### config.mk
export PLATFORM = sky130hd
export DESIGN_NAME = burner_safety_lockout_monitor
export DESIGN_NICKNAME = d
export VERILOG_FILES = /design/src/burner_safety_lockout_monitor.v
export VERILOG_INCLUDE_DIRS = /design/src
export SDC_FILE = /design/constraint.sdc
export NUM_CORES = 1
export LEC_CHECK = 0
export BUFFER_PORTS_ARGS = -buffer_cell sky130_fd_sc_hd__buf_2
export CORE_UTILIZATION = 50
export DETAILED_ROUTE_END_ITERATION = 7
export PLACE_DENSITY = 0.79
export RECOVER_POWER = 25
export SLEW_MARGIN = 0
export SYNTH_ARGS = -nofsm -noshare
export SYNTH_HDL_FRONTEND = slang
export SYNTH_SLANG_ARGS = --single-unit
### constraint.sdc
create_clock -name clock -period 4.2 [get_ports clock]
set_input_delay 0.84 -clock clock [delete_from_list [all_inputs] [get_ports clock]]
set_output_delay 0.84 -clock clock [all_outputs]
set_load 0.005 [all_outputs]
### src/burner_safety_defines.vh
`ifndef BURNER_SAFETY_DEFINES_VH
`define BURNER_SAFETY_DEFINES_VH
// sequence phases driven by the sequencer
`define PH_INITIATE   4'h0
`define PH_STANDBY    4'h1
`define PH_PREPURGE   4'h2
`define PH_PREIGN     4'h3
`define PH_PILOT      4'h4
`define PH_MAIN       4'h5
`define PH_RUN        4'h6
`define PH_POSTPURGE  4'h7
// lockout cause codes, zero means none
`define C_NONE        5'h00
`define C_AC_ERR      5'h01
`define C_INIT_TIME   5'h02
`define C_STBY_FLAME  5'h03
`define C_STBY_PII    5'h04
`define C_ILK_WELD    5'h05
`define C_PILOT_FB    5'h06
`define C_MAIN_FB     5'h07
`define C_INTERNAL    5'h08
`define C_PII_OPEN    5'h09
`define C_PURGE_FLAME 5'h0a
`define C_RATE_PROOF  5'h0b
`define C_LILK_LATE   5'h0c
`define C_LILK_OPEN   5'h0d
`define C_IAS_ILK     5'h0e
`define C_LOW_FIRE    5'h0f
`define C_PILOT_OFF   5'h10
`define C_MAIN_OFF    5'h11
`define C_NO_FLAME    5'h12
`define C_POST_PII    5'h13
`define C_POST_FLAME  5'h14
`define C_SENSOR      5'h15
`define C_AC_PERSIST  5'h16
// timing, seconds
`define CLK_HZ        100000000
`define T_INIT_S      9'd240
`define T_STBY_FLAME  9'd240
`define T_STBY_PII    9'd30
`define T_ILK_WELD    9'd120
`define T_PURGE_FLAME 9'd10
`define T_RATE_PROOF  9'd255
`define T_LILK_CLOSE  9'd10
`define T_POST_PII    9'd5
`define T_POST_FLAME  9'd240
`define T_AC_PERSIST  9'd240
`define SEC_PER_MIN   16'h003c
// apb byte offsets
`define A_CONTROL     8'h00
`define A_CONFIG      8'h04
`define A_ALERT_MASK  8'h08
`define A_STATUS      8'h0c
`define A_LOCK_HIST   8'h10
`define A_ALERT_HIST  8'h40
// config bit positions
`define CF_ILK_CHECK  0
`define CF_LILK_PROG  1
`define CF_IAS_EN     2
`define CF_LFP_EN     3
`define CF_INT_PILOT  4
`define CF_FLAME_LOCK 5
`define CF_MIN_LSB    16
`define CF_MIN_MSB    25
`define ALERT_DEPTH   15
`endif

### src/burner_safety_lockout_monitor.v
`timescale 1ns/1ps
`include "burner_safety_defines.vh"
// Summary of operation
// - lockout shuts down, latches until reset request, logged in history
// - other faults are alert pulses; alarm closure chosen per code
// - fifteen-deep alert history, one entry per code, newest kept
// - lockout alarm holds until cleared; alert alarm mutable to 600 minutes
// - initiate locks out on line power error or past four minutes
// - standby locks out on flame after 240 seconds
// - standby locks out after 30 s accumulated open preignition interlock
// - start check on: string closed 120 s with controller closed locks out
// - energized valve feedback in idle phases and internal faults outside initiate and pre-ignition lock out
// - prepurge locks out when preignition or lockout interlock opens
// - prepurge locks out after 10 s accumulated flame
// - prepurge locks out when rate proof is missing 255 s after rate command
// - programmed lockout interlock open 10 s into prepurge locks out
// - pre-ignition locks out on interlock opens, interrupted air too
// - pilot period checks proof, interlock, valves and final flame
// - main period checks proof, interlock, both valves and final flame
// - run checks flame loss, interlocks, interrupted pilot, main valve
// - postpurge locks out on interlock open after 5 s or 240 s flame
// - run flame loss drops fuel at once, lockout after postpurge
// - interlock or safety sensor fault locks out, drops blower; firing defers
// - last retry without pilot flame drops pilot, igniter, then postpurge
// - only button, remote input or display command clear; power keeps lockout
// - line supply fault over 240 seconds locks out
module burner_safety_lockout_monitor #(
    parameter TICK_CYCLES = `CLK_HZ
) (
    input  wire        clock, // system clock
    input  wire        srst, // sync reset
    input  wire        psel, // apb select
    input  wire        penable, // apb enable
    input  wire        pwrite, // apb direction
    input  wire [7:0]  paddr, // apb byte address
    input  wire [31:0] pwdata, // apb write data
    output reg  [31:0] prdata, // apb read data
    output reg         pready, // apb ready
    output reg         pslverr, // apb error, unmapped
    input  wire [3:0]  phase, // sequence phase
    input  wire        flame, // flame present
    input  wire        preignitionClosed, // preignition_interlock closed
    input  wire        lockoutIlkClosed, // lockout interlock closed
    input  wire        interlockClosed, // interlock_string closed
    input  wire        controllerClosed, // load_limit_input closed
    input  wire        pilotValveFb, // pilot terminal energized
    input  wire        mainValveFb, // main terminal energized
    input  wire        highFireProof, // high_fire_proof
    input  wire        lowFireProof, // low_fire_proof
    input  wire        rateCmdHigh, // pulse, high fire command
    input  wire        rateCmdLow, // pulse, low fire command
    input  wire        periodEnd, // pulse, period end
    input  wire        lastRetry, // final retry
    input  wire        postpurgeDone, // pulse, postpurge done
    input  wire        acLineError, // line power error
    input  wire        internalFault, // internal fault
    input  wire        safetySensorBad, // safety sensor defective
    input  wire        lockoutRetained, // stored lockout, read in reset
    input  wire        resetButton, // pulse, pushbutton
    input  wire        remoteResetInput, // pulse, remote_reset_input
    input  wire        alertEvent, // pulse, alert entered
    input  wire [3:0]  alertCode, // alert code
    output reg         lockout, // latched lockout
    output reg  [4:0]  lockoutCause, // lockout cause
    output reg         alarm, // alarm contact
    output reg         fuelDrop, // fuel valves off
    output reg         igniterDrop, // igniter off
    output reg         blowerDrop, // blower off
    output reg         alertPulse // alert event out
);

////////////////////////////////////////////////////////////////////////////////
function [8:0] sat9;
    input [8:0] v;
    begin
        sat9 = (v == 9'h1ff) ? v : v + 9'h001;
    end
endfunction

function [3:0] findCode;
    input [59:0] codes;
    input [14:0] valid;
    input [3:0]  code;
    integer      k;
    begin
        findCode = 4'he;
        for (k = `ALERT_DEPTH - 1; k >= 0; k = k - 1) begin
            if (valid[k] && codes[k*4 +: 4] == code) begin
                findCode = k[3:0];
            end
        end
    end
endfunction

////////////////////////////////////////////////////////////////////////////////
reg  [26:0] tickCnt_q;
wire        secTick = (tickCnt_q == TICK_CYCLES - 1);
reg  [3:0]  prevPhase_q;
wire        phaseNew = (phase != prevPhase_q);
reg  [8:0]  phaseSec_q;
reg  [8:0]  piiOpenSec_q;
reg  [8:0]  ilkClosedSec_q;
reg  [8:0]  flameSec_q;
reg  [8:0]  acSec_q;
reg  [8:0]  proofSec_q;
reg         proofRun_q;
reg         proofHigh_q;
reg         lilkSeen_q;
reg         pending_q;
reg  [4:0]  pendCause_q;
reg  [5:0]  cfg_q;
reg  [9:0]  silenceMin_q;
reg  [15:0] alertMask_q;
reg         alertAlarm_q;
reg  [15:0] muteSec_q;
reg  [19:0] lockHist_q;
reg  [7:0]  lockCount_q;
reg  [59:0] histCode_q;
reg  [14:0] histValid_q;

always @(posedge clock) begin
    if (srst || secTick) begin
        tickCnt_q <= 27'h0000000;
    end else begin
        tickCnt_q <= tickCnt_q + 27'h0000001;
    end
end

// timers and accumulators, all on the one-second tick
always @(posedge clock) begin
    if (srst) begin
        prevPhase_q    <= `PH_INITIATE;
        phaseSec_q     <= 9'h000;
        piiOpenSec_q   <= 9'h000;
        ilkClosedSec_q <= 9'h000;
        flameSec_q     <= 9'h000;
        acSec_q        <= 9'h000;
        lilkSeen_q     <= 1'b0;
    end else begin
        prevPhase_q <= phase;
        if (phaseNew) begin
            phaseSec_q     <= 9'h000;
            piiOpenSec_q   <= 9'h000;
            ilkClosedSec_q <= 9'h000;
            lilkSeen_q     <= 1'b0;
            // flame from run carries into postpurge accumulation
            if (phase != `PH_POSTPURGE) begin
                flameSec_q <= 9'h000;
            end
        end else begin
            if (lockoutIlkClosed) begin
                lilkSeen_q <= 1'b1;
            end
            if (secTick) begin
                phaseSec_q <= sat9(phaseSec_q);
                if (!preignitionClosed) begin
                    piiOpenSec_q <= sat9(piiOpenSec_q);
                end
                // a jumper shows as a string that never opens
                if (interlockClosed && controllerClosed) begin
                    ilkClosedSec_q <= sat9(ilkClosedSec_q);
                end else begin
                    ilkClosedSec_q <= 9'h000;
                end
                if (flame) begin
                    flameSec_q <= sat9(flameSec_q);
                end
            end
        end
        if (!acLineError) begin
            acSec_q <= 9'h000;
        end else if (secTick) begin
            acSec_q <= sat9(acSec_q);
        end
    end
end

// rate proof watchdog, started by the actuator command
always @(posedge clock) begin
    if (srst || lockout) begin
        proofRun_q  <= 1'b0;
        proofHigh_q <= 1'b0;
        proofSec_q  <= 9'h000;
    end else if (rateCmdHigh || rateCmdLow) begin
        proofRun_q  <= 1'b1;
        proofHigh_q <= rateCmdHigh;
        proofSec_q  <= 9'h000;
    end else if (proofRun_q) begin
        if (proofHigh_q ? highFireProof : lowFireProof) begin
            proofRun_q <= 1'b0;
        end else if (secTick) begin
            proofSec_q <= sat9(proofSec_q);
        end
    end
end

////////////////////////////////////////////////////////////////////////////////
reg  [4:0] cause;
wire       firing = (phase == `PH_PILOT) || (phase == `PH_MAIN) || (phase == `PH_RUN);
wire       lilkOpen = cfg_q[`CF_LILK_PROG] && !lockoutIlkClosed;

always @* begin
    cause = `C_NONE;
    case (phase)
        `PH_INITIATE: begin
            if (acLineError) cause = `C_AC_ERR;
            else if (phaseSec_q > `T_INIT_S) cause = `C_INIT_TIME;
        end
        `PH_STANDBY: begin
            if (flame && phaseSec_q >= `T_STBY_FLAME) cause = `C_STBY_FLAME;
            else if (piiOpenSec_q >= `T_STBY_PII) cause = `C_STBY_PII;
            else if (cfg_q[`CF_ILK_CHECK] && ilkClosedSec_q >= `T_ILK_WELD)
                cause = `C_ILK_WELD;
        end
        `PH_PREPURGE: begin
            if (!preignitionClosed) cause = `C_PII_OPEN;
            else if (lilkOpen && lilkSeen_q) cause = `C_LILK_OPEN;
            else if (flameSec_q >= `T_PURGE_FLAME) cause = `C_PURGE_FLAME;
            else if (lilkOpen && phaseSec_q >= `T_LILK_CLOSE) cause = `C_LILK_LATE;
            else if (proofRun_q && proofSec_q >= `T_RATE_PROOF) cause = `C_RATE_PROOF;
        end
        `PH_PREIGN: begin
            if (lilkOpen) cause = `C_LILK_OPEN;
            else if (cfg_q[`CF_IAS_EN] && !interlockClosed) cause = `C_IAS_ILK;
            else if (!preignitionClosed) cause = `C_PII_OPEN;
        end
        `PH_PILOT: begin
            if (cfg_q[`CF_LFP_EN] && !lowFireProof) cause = `C_LOW_FIRE;
            else if (lilkOpen) cause = `C_LILK_OPEN;
            else if (!pilotValveFb) cause = `C_PILOT_OFF;
            else if (mainValveFb) cause = `C_MAIN_FB;
            else if (periodEnd && !flame && lastRetry) cause = `C_NO_FLAME;
        end
        `PH_MAIN: begin
            if (cfg_q[`CF_LFP_EN] && !lowFireProof) cause = `C_LOW_FIRE;
            else if (lilkOpen) cause = `C_LILK_OPEN;
            else if (!pilotValveFb) cause = `C_PILOT_OFF;
            else if (!mainValveFb) cause = `C_MAIN_OFF;
            else if (periodEnd && !flame) cause = `C_NO_FLAME;
        end
        `PH_RUN: begin
            if (!flame && cfg_q[`CF_FLAME_LOCK]) cause = `C_NO_FLAME;
            else if (lilkOpen) cause = `C_LILK_OPEN;
            else if (cfg_q[`CF_IAS_EN] && !interlockClosed) cause = `C_IAS_ILK;
            else if (cfg_q[`CF_INT_PILOT] && pilotValveFb) cause = `C_PILOT_FB;
            else if (!mainValveFb) cause = `C_MAIN_OFF;
        end
        `PH_POSTPURGE: begin
            if (!preignitionClosed && phaseSec_q >= `T_POST_PII) cause = `C_POST_PII;
            else if (flameSec_q >= `T_POST_FLAME) cause = `C_POST_FLAME;
        end
        default: cause = `C_NONE;
    endcase
    // valve feedback in the non-firing phases other than initiate
    if (cause == `C_NONE && !firing && phase != `PH_INITIATE && phase <= `PH_POSTPURGE) begin
        if (pilotValveFb) cause = `C_PILOT_FB;
        else if (mainValveFb) cause = `C_MAIN_FB;
    end
    if (cause == `C_NONE && internalFault && phase != `PH_INITIATE && phase != `PH_PREIGN)
        cause = `C_INTERNAL;
    if (cause == `C_NONE && safetySensorBad) cause = `C_SENSOR;
    if (cause == `C_NONE && acSec_q > `T_AC_PERSIST) cause = `C_AC_PERSIST;
end

////////////////////////////////////////////////////////////////////////////////
wire apbSetup  = psel && !penable;
wire apbAccess = psel && penable && pready;
wire wrCtl     = apbAccess && pwrite && paddr == `A_CONTROL;
wire resetReq  = resetButton || remoteResetInput || (wrCtl && pwdata[0]);
wire newLock   = !lockout && (pending_q ? postpurgeDone : (cause != `C_NONE && !firing));
wire [4:0] newCause = pending_q ? pendCause_q : cause;

// firing faults drop fuel first, latch after postpurge
always @(posedge clock) begin
    if (srst) begin
        lockout      <= lockoutRetained;
        lockoutCause <= `C_NONE;
        pending_q    <= 1'b0;
        pendCause_q  <= `C_NONE;
        lockHist_q   <= 20'h00000;
        lockCount_q  <= 8'h00;
        fuelDrop     <= lockoutRetained;
        igniterDrop  <= lockoutRetained;
        blowerDrop   <= lockoutRetained;
    end else begin
        if (!lockout && !pending_q && firing && cause != `C_NONE) begin
            pending_q   <= 1'b1;
            pendCause_q <= cause;
        end else if (newLock) begin
            pending_q <= 1'b0;
        end
        if (newLock) begin
            lockout      <= 1'b1;
            lockoutCause <= newCause;
            lockHist_q   <= {lockHist_q[14:0], newCause};
            lockCount_q  <= lockCount_q + 8'h01;
        end else if (resetReq) begin
            lockout      <= 1'b0;
            lockoutCause <= `C_NONE;
        end
        fuelDrop    <= lockout || newLock || pending_q || (firing && cause != `C_NONE);
        igniterDrop <= lockout || newLock || pending_q || (firing && cause != `C_NONE);
        blowerDrop  <= lockout || newLock;
    end
end

////////////////////////////////////////////////////////////////////////////////
wire [3:0] hitPos = findCode(histCode_q, histValid_q, alertCode);
wire       alertAlarmSet = alertEvent && alertMask_q[alertCode];
integer    i;

// slot 0 newest, a repeat moves to the front
always @(posedge clock) begin
    if (srst) begin
        histCode_q  <= 60'h0;
        histValid_q <= 15'h0000;
    end else if (alertEvent) begin
        for (i = 1; i < `ALERT_DEPTH; i = i + 1) begin
            if (i <= hitPos) begin
                histCode_q[i*4 +: 4] <= histCode_q[(i-1)*4 +: 4];
                histValid_q[i]       <= histValid_q[i-1];
            end
        end
        histCode_q[3:0] <= alertCode;
        histValid_q[0]  <= 1'b1;
    end
end

// alarm contact: lockouts cannot be muted, alerts can
always @(posedge clock) begin
    if (srst) begin
        alertAlarm_q <= 1'b0;
        muteSec_q    <= 16'h0000;
        alertPulse   <= 1'b0;
        alarm        <= 1'b0;
    end else begin
        alertPulse <= alertEvent;
        if (alertAlarmSet) begin
            alertAlarm_q <= 1'b1;
        end else if (wrCtl && pwdata[1]) begin
            alertAlarm_q <= 1'b0;
        end
        if (wrCtl && pwdata[2]) begin
            muteSec_q <= {6'h00, silenceMin_q} * `SEC_PER_MIN;
        end else if (secTick && muteSec_q != 16'h0000) begin
            muteSec_q <= muteSec_q - 16'h0001;
        end
        alarm <= lockout || newLock || (alertAlarm_q && muteSec_q == 16'h0000);
    end
end

////////////////////////////////////////////////////////////////////////////////
wire       histHit = paddr >= `A_ALERT_HIST && paddr < `A_ALERT_HIST + 8'h3c && paddr[1:0] == 2'h0;
wire [3:0] histIdx = paddr[5:2] - 4'h0;
reg  [31:0] rdMux;
reg         mapped;

always @* begin
    mapped = 1'b1;
    rdMux  = 32'h00000000;
    case (paddr)
        `A_CONTROL:    rdMux = 32'h00000000;
        `A_CONFIG:     rdMux = {6'h00, silenceMin_q, 10'h000, cfg_q};
        `A_ALERT_MASK: rdMux = {16'h0000, alertMask_q};
        `A_STATUS:     rdMux = {11'h000, lockoutCause, 8'h00, 3'h0,
                                muteSec_q != 16'h0000, alertAlarm_q, alarm, pending_q, lockout};
        `A_LOCK_HIST:  rdMux = {lockCount_q, 4'h0, lockHist_q};
        default: begin
            mapped = histHit;
            if (histHit) begin
                rdMux = {27'h0000000, histValid_q[histIdx], histCode_q[histIdx*4 +: 4]};
            end
        end
    endcase
end

// zero wait states: answer loaded at setup
always @(posedge clock) begin
    if (srst) begin
        prdata       <= 32'h00000000;
        pready       <= 1'b0;
        pslverr      <= 1'b0;
        cfg_q        <= 6'h00;
        silenceMin_q <= 10'h000;
        alertMask_q  <= 16'h0000;
    end else begin
        pready  <= apbSetup;
        pslverr <= apbSetup && !mapped;
        prdata  <= (apbSetup && !pwrite && mapped) ? rdMux : 32'h00000000;
        if (apbAccess && pwrite && paddr == `A_CONFIG) begin
            cfg_q <= pwdata[5:0];
            // silence interval is limited to 600 minutes
            silenceMin_q <= (pwdata[`CF_MIN_MSB:`CF_MIN_LSB] > 10'd600) ? 10'd600
                          : pwdata[`CF_MIN_MSB:`CF_MIN_LSB];
        end
        if (apbAccess && pwrite && paddr == `A_ALERT_MASK) begin
            alertMask_q <= pwdata[15:0];
        end
    end
end

endmodule

-- Yosys cells after proc, flatten, opt, wreduce, memory -nomap -nowiden
Cells that the tools add are included.
- register bits: 290
- input bits: 74
- magnitude comparators: 30
- equal/unequal tests: 38
- reductions and logical operators: 126
- bitwise gates (word level): 8
- multipliers: 1
- add/sub/neg operators: 9
- shift operators: 1
- multiplexer cells: 85
- operators by type and width (kind ; count):
    case mux 32 bit (5 select lines) ; 1
    two-way mux 5 bit ; 27
    two-way mux 4 bit ; 21
    two-way mux 9 bit ; 7
    logical AND 1 bit ; 60
    indexed part select 60 x 7 -> 4 bit ; 1
    == test 4 bit ; 14
    adder 9 x 1 -> 9 bit, second input constant ; 6
    == test 9 bit, second input constant ; 6
    case mux 5 bit (8 select lines) ; 1
    AND reduction 2 bit ; 17
    two-way mux 16 bit ; 2
    <= comparator 4 bit, first input constant ; 7
    adder 27 x 1 -> 27 bit, second input constant ; 1
    == test 27 bit, second input constant ; 1
    greater-or-equal comparator 9 x 8 -> 1 bit, second input constant ; 3
    zero test 5 bit ; 4
    greater-or-equal comparator 9 x 4 -> 1 bit, second input constant ; 2
    greater-than comparator 9 x 8 -> 1 bit, second input constant ; 2
    two-way mux 1 bit ; 17
    == test 4 x 3 -> 1 bit, second input constant ; 4
    == test 8 x 4 -> 1 bit, second input constant ; 2
    <= comparator 3 x 4 -> 1 bit, first input constant ; 4
    zero test 16 bit ; 1
    other kinds (41) ; 87

-- Longest topological paths before layout
- depth after elaboration: 33
- mapped depth: 13

-- Least setup slack after synthesis
No wires, ideal clock.
- path kind: input-to-reg
- start: input alertCode[1]
- end: register histCode_q[44]
- setup slack: 0.829 ns
- arrival: 3.299 ns
- cell stages on the path: 12
- path buffers: 3
- cell sequence: buf_4 inv_1 a22o_1 o41ai_2 nor4_4 nand3_4 or2_1 buf_2 o21a_1 buf_2 a31oi_4 mux2i_1
- word-level cells in the longest chain between the ends: 18
- elaborated cells between the ends (all ways): 44
- those cells by class: order compare: 1; eq/ne: 14; mux: 14; reduce/logical: 15
- ends and longest elaborated chain (item ; line ; text):
    start, declared ; burner_safety_lockout_monitor.v:62 ; input wire [3:0] alertCode,
    == test 4 bit ; burner_safety_lockout_monitor.v:88 ; if (valid[k] && codes[k*4 +: 4] == code) begin
    logical AND 1 bit ; burner_safety_lockout_monitor.v:88 ;
    two-way mux 2 bit ; burner_safety_lockout_monitor.v:88 ;
    two-way mux 4 bit (12 in series) ; burner_safety_lockout_monitor.v:88 ;
    two-way mux 4 bit (*) ; burner_safety_lockout_monitor.v:88 ;
    <= comparator 4 bit (*) ; burner_safety_lockout_monitor.v:319 ; if (i <= hitPos) begin
    AND reduction 2 bit (no source line) (*) ; -- ;
    end signal, assigned by index ; burner_safety_lockout_monitor.v:320 ; histCode_q[i*4 +: 4] <= histCode_q[(i-1)*4 +: 4];
    end, declared ; burner_safety_lockout_monitor.v:118 ; reg [59:0] histCode_q;
Every way passes the cells marked *; elsewhere a longest branch is shown, timed or not.
A chain may end at the register's enable or synchronous reset.

-- Worst setup path in the final report
- start: input srst
- end: register lockout (data pin)
- word-level cells in the longest chain between the ends: 1
- ends and longest elaborated chain (item ; line ; text):
    start, declared ; burner_safety_lockout_monitor.v:31 ; input wire srst,
    two-way mux 1 bit ; burner_safety_lockout_monitor.v:275 ; if (srst) begin
    end signal, assigned ; burner_safety_lockout_monitor.v:276 ; lockout <= lockoutRetained;
    end, declared ; burner_safety_lockout_monitor.v:63 ; output reg lockout,
No other way between the ends.

==> impl_results.rst <==
.. list-table::
   :header-rows: 1

   * - Metric
     - Value
   * - Run status
     - complete, but fails checks
   * - Violations in the final reports
     - max-capacitance violations, max-slew violations
   * - Number of hold-slack violations in the final timing report
     - 0
   * - Post-layout instance area
     - 0.01718 mm^2
   * - Area of the placeable core
     - 0.02972 mm^2
   * - Maximum vdd drop
     - 0.3404 mV
   * - Switching power
     - 0.001443 W
   * - Clock-pin slew of the registers on the worst-case setup and hold paths
     - 60 ps
   * - Setup slack on the worst flop-to-flop path
     - 580 ps
   * - Internal cell power
     - 0.004820 W
   * - Met3 global-route usage
     - 0.03208
   * - Critical register-to-register path startpoint
     - silenceMin_q[2]$_SDFFE_PP0P_
   * - Post-detailed-route count of antenna-violating nets
     - 0
   * - CTS tree
     - built
   * - Register bit count reported by yosys
     - 290
   * - Die boundary width
     - 176.1 um
   * - Signal arrival time at the worst endpoint
     - 4100 ps
   * - Commonest cells post-synth
     - sky130_fd_sc_hd__dfxtp_1, sky130_fd_sc_hd__nor2_1, sky130_fd_sc_hd__nand2_1
   * - Final period utilization
     - 0.9013
   * - Setup TNS
     - 0 ps
   * - Pwr per Cell Area
     - 364.6 mW/mm^2
   * - Gate power share
     - 0.067
   * - Number of hold buffers added after cts
     - 0
   * - Req. time, crit path
     - 4520 ps
   * - Post-synthesis cell type with the largest combined area
     - sky130_fd_sc_hd__dfxtp_1
   * - Site row count
     - 63
   * - Number of enable flip-flop cells after synthesis
     - 1
   * - Setup clock skew after layout
     - 21.59 ps
   * - DRC marker count from the first detailed-route iteration
     - 1046
   * - TritonCTS Buffers
     - 31
   * - Layout Nets
     - 1894
   * - Cell depth of the worst flop-to-flop path
     - 11
   * - Slew at the pin closest to its max-slew limit
     - 2302 ps
   * - Routability-driven placement congestion ratio
     - 0.9195
   * - HPWL after detailed placement
     - 27660 um
   * - Worst Path Class, Setup
     - input port to register
   * - Clock latency at the later pin of the worst-skew pair
     - 580 ps
   * - Ys Warns
     - 0
   * - H-tree levels
     - 1
   * - Hold Crit Endpoint
     - tickCnt_q[0]$_SDFF_PP0_
   * - Floorplan die area
     - 0.03101 mm^2
   * - Type of origin of the critical path
     - input port
   * - Wire length of the first global-routing pass
     - 61660 um
   * - Classification of the worst-slack hold path
     - register to register
   * - Total count of max-transition violations in the final report
     - 41
   * - Switching power as a share of total power
     - 0.2304
   * - Distinct cells, synth
     - 101
   * - Detailed-route via count
     - 12631
   * - Critical hold path startpoint
     - tickCnt_q[0]$_SDFF_PP0_
   * - Syn_area_per_cell
     - 9.085 um^2
   * - Effective utilization at floorplan
     - 0.5100
   * - Post-synthesis to final-layout area growth
     - 13.35%
   * - Clock Sink Count
     - 290
   * - First-pass iteration count of the detailed router
     - 6
   * - Highest Clock Rate
     - 264.2 MHz
   * - Reg power frac
     - 0.451
   * - Synth Cell Area
     - 0.01515 mm^2
   * - Clk network pwr share
     - 0.482
   * - Cell types occupying the most area after synthesis
     - sky130_fd_sc_hd__dfxtp_1, sky130_fd_sc_hd__mux2i_1, sky130_fd_sc_hd__nor2_1
   * - Root Buffer Master
     - sky130_fd_sc_hd__clkbuf_16
   * - Count of instances resized after the clock tree is built
     - 0
   * - Number of top-level pins
     - 119
   * - Final setup fails
     - 0
   * - Buffer levels on the longest clock path
     - 3
   * - Number of buffers added for setup after CTS
     - 0
   * - Met2 track utilization from global routing
     - 0.4316
   * - Kind of end point of the critical path
     - register
   * - Max-cap viol count
     - 1
   * - Sequential cell area fraction in the yosys report
     - 0.3838
   * - Instance area after placement
     - 0.01606 mm^2
   * - RSZ-0062 raised after global routing
     - no
   * - Cell depth of the worst hold path
     - 1
   * - DRC errors left
     - 0
   * - Net count after synthesis
     - 1799
   * - Antenna violations before repair
     - 2
   * - Total power of the final layout
     - 0.006263 W
   * - Routed WL
     - 38150 um
   * - Synth Instances
     - 1668
   * - Largest net degree at the start of global routing
     - 71
   * - Asr flop ratio synth
     - 0
   * - Wire per inst
     - 17.51 um
   * - Library cell with the highest instance count after synthesis
     - sky130_fd_sc_hd__dfxtp_1
   * - Max FO, Critical Path
     - 50
   * - Die H
     - 176.1 um
   * - Leakage component of the power
     - 6.810 nW
   * - Leftover overflow at the end of global routing
     - 0
   * - Area share of the leading cell type in the synthesized netlist
     - 0.3818
   * - Final critical delay including setup and external delays
     - 3785 ps
   * - Vias per Instance
     - 5.797
   * - GRT Overall Usage
     - 0.2446
   * - Buffers added on ports
     - 112
   * - Met1 usage
     - 0.2990
   * - Main synth FF type
     - sky130_fd_sc_hd__dfxtp_1
   * - Busiest layer in global routing
     - met2
   * - Share of cells above drive strength 1
     - 0.1449
   * - Max-slew headroom
     - -0.5344
   * - Worst reg2reg path endpoint
     - muteSec_q[15]$_SDFFE_PP0P_
   * - Number of global-route vias before repair
     - 12267
state kept, by name, summed over array words and instances, names as in the netlist, 9 cells and up:
name            count
histCode_q         60
prdata             32
tickCnt_q          27
lockHist_q         20
alertMask_q        16
muteSec_q          16
histValid_q        15
silenceMin_q       10
acSec_q             9
flameSec_q          9
ilkClosedSec_q      9
phaseSec_q          9
piiOpenSec_q        9
proofSec_q          9
worst max-delay path by stage:
stage,endpoint,start,slack (ps)
5_1_grt,muteSec_q[15]$_SDFFE_PP0P_,srst,150
6_report,lockout$_DFFE_PP_,srst,410
3_5_place_dp,histValid_q[10]$_SDFFE_PP0P_,alertCode[1],390
4_1_cts,muteSec_q[15]$_SDFFE_PP0P_,silenceMin_q[2]$_SDFFE_PP0P_,580
2_1_floorplan,histCode_q[44]$_SDFFE_PP0P_,alertCode[1],830
3_3_place_gp,histCode_q[42]$_SDFFE_PP0P_,alertCode[1],460
cells in the final DEF, fill, tap and decap left out, types with 21 or more instances in the layout:
master and instances:
sky130_fd_sc_hd__dfxtp_1 289, sky130_fd_sc_hd__nor2_1 228, sky130_fd_sc_hd__inv_1 39, sky130_fd_sc_hd__buf_2 88
sky130_fd_sc_hd__a21oi_1 87, sky130_fd_sc_hd__xnor2_1 47, sky130_fd_sc_hd__mux2i_1 95, sky130_fd_sc_hd__nand4_1 27
sky130_fd_sc_hd__a22oi_1 28, sky130_fd_sc_hd__nand2_1 166, sky130_fd_sc_hd__mux4_2 25, sky130_fd_sc_hd__nor3_1 21
sky130_fd_sc_hd__o21ai_0 38, sky130_fd_sc_hd__clkbuf_1 25, sky130_fd_sc_hd__and3_1 23, sky130_fd_sc_hd__ha_1 40
sky130_fd_sc_hd__xor2_1 83, sky130_fd_sc_hd__clkbuf_16 32, sky130_fd_sc_hd__nand3_1 57, sky130_fd_sc_hd__buf_4 26
routing by layer:
metal / wire length [um] / share of wire
met1: 15550 / 0.41
met2: 18890 / 0.50
met3: 2222 / 0.058
met4: 1478 / 0.039
met5: 0 / 0
layout make-up:
class | count | area (um^2)
well taps | 390 | 488.0
diodes | 2 | 5.005
fillers | 2522 | 12540
multi-input cells | 1258 | 8818
repair buffers | 142 | 744.5
flip-flops and latches | 290 | 5816
clock inverters | 14 | 214.0
clock buffers | 43 | 942.2
inverters | 40 | 150.1
power groups by stage:
stage	Clock (W)	Sequential (W)	Combinational [W]
after global placement	0	0.00288	0.000406
after floorplan	0	0.00287	0.000301
after detailed placement	0	0.00289	0.000415
after CTS	0.00306	0.00282	0.000417
final	0.00302	0.00283	0.000418
after global routing	0.00318	0.00283	0.000450
critical path, cell delays in order:
cell                       delay [ps]
sky130_fd_sc_hd__clkbuf_1        1600
sky130_fd_sc_hd__inv_1            430
sky130_fd_sc_hd__clkbuf_2         730
sky130_fd_sc_hd__nor2_1           390
sky130_fd_sc_hd__nor2_1            60
kinds of logic after synthesis:
family | Yosys count | share of synthesized area
and+or+nand+nor | 668 | 0.2204
DFF | 290 | 0.3838
AOI/OAI and AO/OA | 280 | 0.1284
xor gates and xnor gates | 130 | 0.07513
muxes | 123 | 0.1021
buffers and inverters | 120 | 0.03476
adders and majority gates | 57 | 0.05548
per-stage QoR:
stage | utilization | std cells | hold slack, ps | setup WS [ps]
after CTS | 0.5793 | 2177 | 469.6 | 581.2
after global placement | 0.5404 | 2120 | 445.7 | 461.1
after floorplan | - | 1668 | 429.7 | 829.1
after detailed placement | 0.5404 | 2120 | 455.5 | 392.7
final | 0.5780 | 2179 | 465.0 | 414.5
after global routing | 0.5780 | 2178 | 490.1 | 152.4
(Power assumes the default switching activity.)
